--- src/design/output_shutdown_pkg.sv ---
package output_shutdown_pkg;

  localparam int NUM_INPUTS = 4;
  localparam int NUM_PINS   = 6;

  // register word index, byte address is four times the index
  localparam logic [2:0] IDX_IN_CTRL   = 3'h0;
  localparam logic [2:0] IDX_OUT_CTRL  = 3'h1;
  localparam logic [2:0] IDX_IRQ_STAT  = 3'h2;
  localparam logic [2:0] IDX_IRQ_MASK  = 3'h3;
  localparam logic [2:0] IDX_PIN_SEL   = 3'h4;
  localparam int         ADR_W         = 5;

  // input_shutdown_ctrl_status fields
  localparam int IN_MODE_LSB  = 0;
  localparam int IN_IE_BIT    = 8;
  localparam int IN_FLAG_LSB  = 12;
  // output_compare_ctrl_status fields
  localparam int OUT_IE_BIT   = 8;
  localparam int OUT_CE_BIT   = 9;
  localparam int OUT_FLAG_BIT = 15;
  // interrupt status and mask fields
  localparam int IRQ_IN_BIT   = 0;
  localparam int IRQ_OUT_BIT  = 1;

  localparam logic [15:0] IN_CTRL_RESET  = 16'h0000;
  localparam logic [15:0] OUT_CTRL_RESET = 16'h0000;
  localparam logic [1:0]  IRQ_MASK_RESET = 2'h0;
  localparam logic [5:0]  PIN_SEL_RESET  = 6'h3f;

  // detection mode per shutdown input
  typedef enum logic [1:0] {
    MODE_EDGE     = 2'b00,
    MODE_LOW_8    = 2'b01,
    MODE_LOW_16   = 2'b10,
    MODE_LOW_128  = 2'b11
  } detect_mode_t;

  localparam int         PRESC_W       = 7;
  localparam logic [6:0] DIV8_MASK     = 7'h07;
  localparam logic [6:0] DIV16_MASK    = 7'h0f;
  localparam logic [6:0] DIV128_MASK   = 7'h7f;
  localparam logic [4:0] SAMPLE_COUNT  = 5'h10;

  typedef enum logic {
    BUS_IDLE = 1'b0,
    BUS_ACK  = 1'b1
  } bus_state_t;

endpackage

--- src/design/shutdown_input_detect.sv ---
`timescale 1ns/1ps
`default_nettype none

module shutdown_input_detect (
  input  wire logic                               clk_i,
  input  wire logic                               rst_i,
  input  wire logic                               shutdown_n_i,
  input  wire output_shutdown_pkg::detect_mode_t  mode_i,
  input  wire logic                               tick8_i,
  input  wire logic                               tick16_i,
  input  wire logic                               tick128_i,
  output logic                                    detect_o
);
  import output_shutdown_pkg::*;

  typedef struct packed {
    logic       sync1;
    logic       sync2;
    logic       prev;
    logic [4:0] low_cnt;
    logic       det;
  } det_state_t;

  det_state_t q;
  det_state_t d;
  logic       tick;

  always_comb begin
    d       = q;
    d.sync1 = shutdown_n_i;
    d.sync2 = q.sync1;
    d.prev  = q.sync2;
    d.det   = 1'b0;
    case (mode_i)
      MODE_LOW_8:   tick = tick8_i;
      MODE_LOW_16:  tick = tick16_i;
      MODE_LOW_128: tick = tick128_i;
      default:      tick = 1'b0;
    endcase
    if (mode_i == MODE_EDGE) begin
      d.low_cnt = 5'h00;
      d.det     = q.prev & ~q.sync2;
    end else if (tick) begin
      if (q.sync2) begin
        d.low_cnt = 5'h00;
      end else if (q.low_cnt != SAMPLE_COUNT) begin
        d.low_cnt = q.low_cnt + 5'h01;
        d.det     = (q.low_cnt == SAMPLE_COUNT - 5'h01);
      end
    end
  end

  always_ff @(posedge clk_i) begin
    if (rst_i) begin
      q <= '0;
      q.sync1 <= 1'b1;
      q.sync2 <= 1'b1;
      q.prev  <= 1'b1;
    end else begin
      q <= d;
    end
  end

  assign detect_o = q.det;

endmodule

`default_nettype wire

--- src/design/output_pair_compare.sv ---
`timescale 1ns/1ps
`default_nettype none

module output_pair_compare (
  input  wire logic       clk_i,
  input  wire logic       rst_i,
  input  wire logic       enable_i,
  input  wire logic [5:0] level_i,
  input  wire logic [5:0] drive_i,
  output logic            short_o
);

  typedef struct packed {
    logic short_det;
  } cmp_state_t;

  cmp_state_t q;
  cmp_state_t d;

  function automatic logic both_low(input logic [5:0] lvl, input logic [5:0] drv,
                                    input int a, input int b);
    both_low = drv[a] & drv[b] & ~lvl[a] & ~lvl[b];
  endfunction

  // pairs: ch3 b/d, ch4 a/c, ch4 b/d
  always_comb begin
    d           = q;
    d.short_det = enable_i & (both_low(level_i, drive_i, 0, 1)
                           | both_low(level_i, drive_i, 2, 4)
                           | both_low(level_i, drive_i, 3, 5));
  end

  always_ff @(posedge clk_i) begin
    if (rst_i) begin
      q <= '0;
    end else begin
      q <= d;
    end
  end

  assign short_o = q.short_det;

endmodule

`default_nettype wire

--- src/design/output_shutdown_unit.sv ---
// Summary of operation
// - Each of four shutdown inputs selects falling-edge or low sampling at clk/8, /16 or /128.
// - A met detection condition puts the high-current pins into high impedance.
// - Paired outputs driven low together for one clock or more force high impedance.
// - Input detection and output short each request an interrupt under their own enable.
// - Oscillator stop or standby puts the pins into high impedance whatever function is on them.
// - The six protected pins are ch3 out b, ch3 out d and ch4 outs a, b, c and d.
// - A 16-bit input register holds the modes, the input interrupt enable and four flags.
// - A 16-bit output register holds compare enable, its interrupt enable and the short flag.
// - Any single input detection shuts down every protected pin whose pin_sel bit is set.
// - Low mode accepts only sixteen consecutive low samples; one high restarts the run.
// - Input shutdown is released only by reset, by clearing all four input flags or, per pin, by clearing its pin_sel bit.
// - Output shutdown is released by reset or by clearing compare enable, then the flag.
// - A flag clears only on a write of 0 after it was read as 1.
`timescale 1ns/1ps
`default_nettype none

module output_shutdown_unit (
  input  wire logic                                   clk_i,
  input  wire logic                                   rst_i,
  input  wire logic [output_shutdown_pkg::ADR_W-1:0]  adr_i,
  input  wire logic [31:0]                            dat_i,
  output logic      [31:0]                            dat_o,
  input  wire logic                                   we_i,
  input  wire logic [3:0]                             sel_i,
  input  wire logic                                   cyc_i,
  input  wire logic                                   stb_i,
  output logic                                        ack_o,
  input  wire logic [output_shutdown_pkg::NUM_INPUTS-1:0] shutdown_n_i,
  input  wire logic                                   osc_stop_i,
  input  wire logic                                   standby_i,
  input  wire logic [output_shutdown_pkg::NUM_PINS-1:0] timer_out_i,
  input  wire logic [output_shutdown_pkg::NUM_PINS-1:0] timer_oe_i,
  output logic      [output_shutdown_pkg::NUM_PINS-1:0] pin_o,
  output logic      [output_shutdown_pkg::NUM_PINS-1:0] pin_oe_o,
  output logic                                        irq_o
);
  import output_shutdown_pkg::*;

  typedef struct packed {
    bus_state_t      bus;
    logic            ack;
    logic [15:0]     rdata;
    logic [6:0]      presc;
    logic [7:0]      in_mode;
    logic            in_ie;
    logic [3:0]      in_flag;
    logic [3:0]      in_armed;
    logic            out_ce;
    logic            out_ie;
    logic            out_flag;
    logic            out_armed;
    logic [1:0]      irq_stat;
    logic [1:0]      irq_mask;
    logic [5:0]      pin_sel;
    logic [5:0]      pin_lvl;
    logic [5:0]      pin_oe;
    logic            irq;
  } unit_state_t;

  unit_state_t q;
  unit_state_t d;

  logic [NUM_INPUTS-1:0] detect;
  logic                  short_det;
  logic                  tick8;
  logic                  tick16;
  logic                  tick128;

  function automatic logic presc_hit(input logic [6:0] cnt, input logic [6:0] mask);
    presc_hit = ((cnt & mask) == mask);
  endfunction

  assign tick8   = presc_hit(q.presc, DIV8_MASK);
  assign tick16  = presc_hit(q.presc, DIV16_MASK);
  assign tick128 = presc_hit(q.presc, DIV128_MASK);

  for (genvar i = 0; i < NUM_INPUTS; i++) begin : g_in
    shutdown_input_detect u_det (
      .clk_i        (clk_i),
      .rst_i        (rst_i),
      .shutdown_n_i (shutdown_n_i[i]),
      .mode_i       (detect_mode_t'(q.in_mode[2*i +: 2])),
      .tick8_i      (tick8),
      .tick16_i     (tick16),
      .tick128_i    (tick128),
      .detect_o     (detect[i])
    );
  end

  output_pair_compare u_cmp (
    .clk_i    (clk_i),
    .rst_i    (rst_i),
    .enable_i (q.out_ce),
    .level_i  (timer_out_i),
    .drive_i  (timer_oe_i),
    .short_o  (short_det)
  );

  logic        req;
  logic        wr;
  logic        rd;
  logic [15:0] be;
  logic [15:0] wdat;
  logic [15:0] in_word;
  logic [15:0] out_word;
  logic [3:0]  in_clr;
  logic        out_clr;
  logic        in_hiz;
  logic [5:0]  hiz;
  logic [2:0]  idx;

  always_comb begin
    d       = q;
    req     = cyc_i & stb_i;
    idx     = adr_i[ADR_W-1:2];
    be      = {{8{sel_i[1]}}, {8{sel_i[0]}}};
    wdat    = dat_i[15:0];
    in_clr  = 4'h0;
    out_clr = 1'b0;
    wr      = 1'b0;
    rd      = 1'b0;

    in_word = 16'h0000;
    in_word[IN_MODE_LSB +: 8]        = q.in_mode;
    in_word[IN_IE_BIT]               = q.in_ie;
    in_word[IN_FLAG_LSB +: 4]        = q.in_flag;
    out_word = 16'h0000;
    out_word[OUT_IE_BIT]             = q.out_ie;
    out_word[OUT_CE_BIT]             = q.out_ce;
    out_word[OUT_FLAG_BIT]           = q.out_flag;

    d.presc = q.presc + 7'h01;

    case (q.bus)
      BUS_IDLE: begin
        d.ack = 1'b0;
        if (req) begin
          d.bus = BUS_ACK;
          d.ack = 1'b1;
          wr    = we_i;
          rd    = ~we_i;
        end
      end
      BUS_ACK: begin
        d.bus = BUS_IDLE;
        d.ack = 1'b0;
      end
      default: begin
        d.bus = BUS_IDLE;
        d.ack = 1'b0;
      end
    endcase

    if (rd) begin
      case (idx)
        IDX_IN_CTRL: begin
          d.rdata    = in_word;
          d.in_armed = q.in_flag;
        end
        IDX_OUT_CTRL: begin
          d.rdata     = out_word;
          d.out_armed = q.out_flag;
        end
        IDX_IRQ_STAT: begin
          d.rdata    = {14'h0000, q.irq_stat};
          d.irq_stat = 2'h0;
        end
        IDX_IRQ_MASK: d.rdata = {14'h0000, q.irq_mask};
        IDX_PIN_SEL:  d.rdata = {10'h000, q.pin_sel};
        default:      d.rdata = 16'h0000;
      endcase
    end

    if (wr) begin
      case (idx)
        IDX_IN_CTRL: begin
          // reserved bits are not stored, so they read back as zero
          d.in_mode = (q.in_mode & ~be[7:0]) | (wdat[7:0] & be[7:0]);
          if (be[IN_IE_BIT]) begin
            d.in_ie = wdat[IN_IE_BIT];
          end
          in_clr     = q.in_armed & be[IN_FLAG_LSB +: 4]
                     & ~wdat[IN_FLAG_LSB +: 4];
          d.in_armed = 4'h0;
        end
        IDX_OUT_CTRL: begin
          if (be[OUT_IE_BIT]) begin
            d.out_ie = wdat[OUT_IE_BIT];
            d.out_ce = wdat[OUT_CE_BIT];
          end
          out_clr     = q.out_armed & be[OUT_FLAG_BIT]
                      & ~wdat[OUT_FLAG_BIT];
          d.out_armed = 1'b0;
        end
        IDX_IRQ_MASK: begin
          if (be[0]) begin
            d.irq_mask = wdat[1:0];
          end
        end
        IDX_PIN_SEL: begin
          if (be[0]) begin
            d.pin_sel = wdat[5:0];
          end
        end
        default: begin
        end
      endcase
    end

    // a new detection wins over a clear in the same cycle
    d.in_flag  = (q.in_flag & ~in_clr) | detect;
    d.out_flag = (q.out_flag & ~out_clr) | short_det;

    // a read of the status clears it, but an event in that cycle still sets it
    if (q.in_ie & (|detect)) begin
      d.irq_stat[IRQ_IN_BIT] = 1'b1;
    end
    if (q.out_ie & short_det) begin
      d.irq_stat[IRQ_OUT_BIT] = 1'b1;
    end
    d.irq = |(d.irq_stat & q.irq_mask);

    in_hiz = |q.in_flag;
    hiz    = ({6{in_hiz}} & q.pin_sel)
           | {6{q.out_flag}}
           | {6{osc_stop_i | standby_i}};
    d.pin_lvl = timer_out_i;
    d.pin_oe  = timer_oe_i & ~hiz;
  end

  always_ff @(posedge clk_i) begin
    if (rst_i) begin
      q          <= '0;
      q.in_mode  <= IN_CTRL_RESET[7:0];
      q.in_ie    <= IN_CTRL_RESET[IN_IE_BIT];
      q.out_ce   <= OUT_CTRL_RESET[OUT_CE_BIT];
      q.out_ie   <= OUT_CTRL_RESET[OUT_IE_BIT];
      q.irq_mask <= IRQ_MASK_RESET;
      q.pin_sel  <= PIN_SEL_RESET;
    end else begin
      q <= d;
    end
  end

  assign dat_o    = {16'h0000, q.rdata};
  assign ack_o    = q.ack;
  assign pin_o    = q.pin_lvl;
  assign pin_oe_o = q.pin_oe;
  assign irq_o    = q.irq;

endmodule

`default_nettype wire

--- config.mk ---
export PLATFORM = sky130hd
export DESIGN_NAME = output_shutdown_unit
export DESIGN_NICKNAME = d
export VERILOG_FILES = /design/src/design/output_shutdown_pkg.sv /design/src/design/shutdown_input_detect.sv /design/src/design/output_pair_compare.sv /design/src/design/output_shutdown_unit.sv
export SDC_FILE = /design/constraint.sdc
export NUM_CORES = 1
export LEC_CHECK = 0
export ABC_AREA = 1
export CAP_MARGIN = 20
export CORE_ASPECT_RATIO = 0.75
export CORE_MARGIN = 2
export CORE_UTILIZATION = 30
export DETAILED_ROUTE_END_ITERATION = 10
export DONT_BUFFER_PORTS = 1
export HOLD_SLACK_MARGIN = 0.03
export SLEW_MARGIN = 30
export SYNTH_ARGS = -nofsm -noshare
export SYNTH_HDL_FRONTEND = slang
export SYNTH_SLANG_ARGS = --single-unit
export TNS_END_PERCENT = 100
--- constraint.sdc ---
create_clock -name clk_i -period 4.7 [get_ports clk_i]
set_clock_uncertainty 0.2 [all_clocks]
set_input_delay 0.94 -clock clk_i [delete_from_list [all_inputs] [get_ports clk_i]]
set_output_delay 0.94 -clock clk_i [all_outputs]
set_load 0.03 [all_outputs]
==> results.cfg <==
[setup_path]
end_kind = flop
cp_max_fo = 11
worstPathArrival_ns = 2.16
crit_top_cell = nand2_1
criticalPathCategory = primary input to flop
crit_path_cell_trace = nand3_1 > nor2_1 > nand2_1 > nand2_1 > nand2_1 > nand3_1 > nand2_1
max_stage_delay_ns = 0.60
critical_path_required_ns = 4.75
startpoint_type = primary input
r2r-start = q[68]
cp_slowest_cell = nor2_1
cp-startpoint = cyc_i

[clock_network]
cts_max_path_buffers = 2
htree_levels = 3
cts-root-buf = clkbuf_16
cts_tree = built
clock_latency_ns = 0.35
cts_hold_buffers = 0
cts_setup_buffers = 0
cts_buffers = 9
post_cts_resized = 0
cts.sinks = 103
clk_pin_slew_ns = 0.08

[floorplanning]
fp-row-count = 40
dieArea_um2 = 17100
start_util = 0.304
io_pins = 110
core_area_um2 = 15900
chipHeight_um = 114
die-width_um = 150

[place]
io_buffers = 0
detailed_place_hpwl_um = 7850
place_congestion = 0.779

[worst_hold_path]
worst_hold_path_type = flop to flop
hold_path_startpoint = g_in[3].u_det.d[7]

[logic_synthesis]
synth.area.top_cells = dfxtp_1, nand2_1, nand3_1
synth_cell_type_count = 30
synth_top_area_share = 0.428
yosysSeqAreaShare = 0.428
postSynthAreaPerCell_um2 = 7.29
synth_top_family_by_area = simple AND/OR/NAND/NOR gates
syn-cell-area_um2 = 4820
yosys.area.top_type = dfxtp_1
synthMuxAreaShare = 0
synth_xor_area_frac = 0
synth_compound_area_frac = 0.0820
synth_fa_ha_area_frac = 0.0363
synth-seq-cells = 103
ys_warn_count = 0
yosys.area_share.simple = 0.316
syn_inst = 661

[global_route]
grt_use_total = 0.130
grt_pass1_vias = 3409
grt_remaining_overflow = 0
grt_max_degree = 56
antenna_found_initial = 0
grt_pass1_wl_um = 17400

[layout]
drive_gt1_frac = 0.0673
fill_cells = 1688
fin_nets = 712
antenna_cells = 0
syn_to_final_growth_pct = 5.63

[timing]
fmax_mhz = 474
hold_viol = 0
timing.hold.ws_ns = 0.210
relSlewSlack = 0.465
worst_pin_slew_ns = 0.802
rsz0062_at_grt = no
min_period_ns = 2.11
setup_viol = 0
slew_viol_final = 0
fin_setup_tns_ns = 0
period_share = 0.449

[routing]
ant_nets = 0
num_vias = 3829
drt-wirelength-per-cell_um = 12.6
totalWireLength_um = 10700
drc = 0
dr.pass1.iters = 4
drtIter0Drc = 219
avgViaCountPerCell = 4.51

[power_and_ir_drop]
power_density_nw_per_um2 = 351
ir_drop_mv = 0.164
power_mw = 1.79
power_leakage_nw = 2.00

[status]
status = finished, final reports clean

[job]
drv_cap = 0
## Yosys cell counts (all sizes together)
| library cell | number |
|---|---|
| a31oi | 5 |
| o22ai | 1 |
| nand4 | 19 |
| or2 | 8 |
| nand3 | 78 |
| o21ai | 9 |
| dfxtp | 103 |
| nor3b | 2 |
| nor3 | 4 |
| nand2 | 156 |
| a21oi | 61 |
| o31ai | 1 |
| buf | 49 |
| clkbuf | 6 |
| ha | 14 |
| nor2 | 68 |
| inv | 76 |
| conb | 1 |
## logic make-up after synthesis
family | Yosys count
AO/OA/AOI/OAI | 77
adder cells (fa/ha/maj) | 14
buffers and inverters | 131
flip-flops | 103
other | 1
AND/OR/NAND/NOR | 335
## path summary, 6_finish.rpt
| kind | slack [ns] | depth (start not counted) | end |
|---|---|---|---|
| max | 2.59 | 7 | irq_o |
| min | 0.21 | 1 | g_in[3].u_det.d[6] |
| max reg2reg | 2.66 | 8 | irq_o |
| min reg2reg | 0.21 | 1 | g_in[3].u_det.d[6] |
## through the flow
step / std cells / instance area [um2] / setup WS (ns) / util
final: 849 / 5090 / 2.59 / 0.321
after global routing: 849 / 5090 / 2.39 / 0.321
after CTS: 849 / 5090 / 2.58 / 0.321
after detailed placement: 833 / 4770 / 2.21 / 0.301
after global placement: 833 / 4770 / 2.23 / 0.301
after floorplan: 678 / 4880 / 2.70 / -
## placed cells by master (no fill, tap or decap), types with 2 or more instances in the layout
master / instances
ha_1: 14
or2_2: 8
nor3b_1: 2
clkbuf_16: 9
nor3_1: 2
a21oi_1: 61
nor2_4: 2
nand2_2: 5
nor2_2: 2
conb_1: 18
nor2_1: 63
inv_1: 73
nand4_1: 19
inv_2: 3
nand3_1: 75
o21ai_0: 8
dfxtp_1: 103
inv_8: 3
nand2_1: 150
nand3_2: 3
a31oi_1: 5
## power by group
group	switching (mW)	internal [mW]
clock	0.378	0.431
sequential	0.0173	0.886
combinational	0.0559	0.0161
## layout make-up
cell class | count | area, um2 | area share
tap | 210 | 263 | 0.0516
multi-input combinational | 444 | 2160 | 0.424
clock buffer | 9 | 225 | 0.0442
sequential | 103 | 2060 | 0.405
clock inverter | 7 | 96.3 | 0.0189
inverter | 76 | 285 | 0.0560
## registers in the layout, summed over array words and instances, names as in the netlist, named ones only
register and count:
g_in.u_det.q 24, q 23, dat_o 14, g_in.u_det.d 8, pin_o 6, pin_oe_o 6, in_word 5, g_in.u_det.detect_o 4
out_word 3, irq_o 1, u_cmp.short_o 1
## critical path: cells and delay by family
kind / cells / cell delay [ns]
simple gates: 7 / 1.22
## metal layers
metal / global-route usage / share of wire
met4: 0.0396 / 0.010
met3: 0.0352 / 0.058
met1: 0.188 / 0.51
met5: 0 / 0
met2: 0.188 / 0.42
Power figures use the tool's default switching activity.
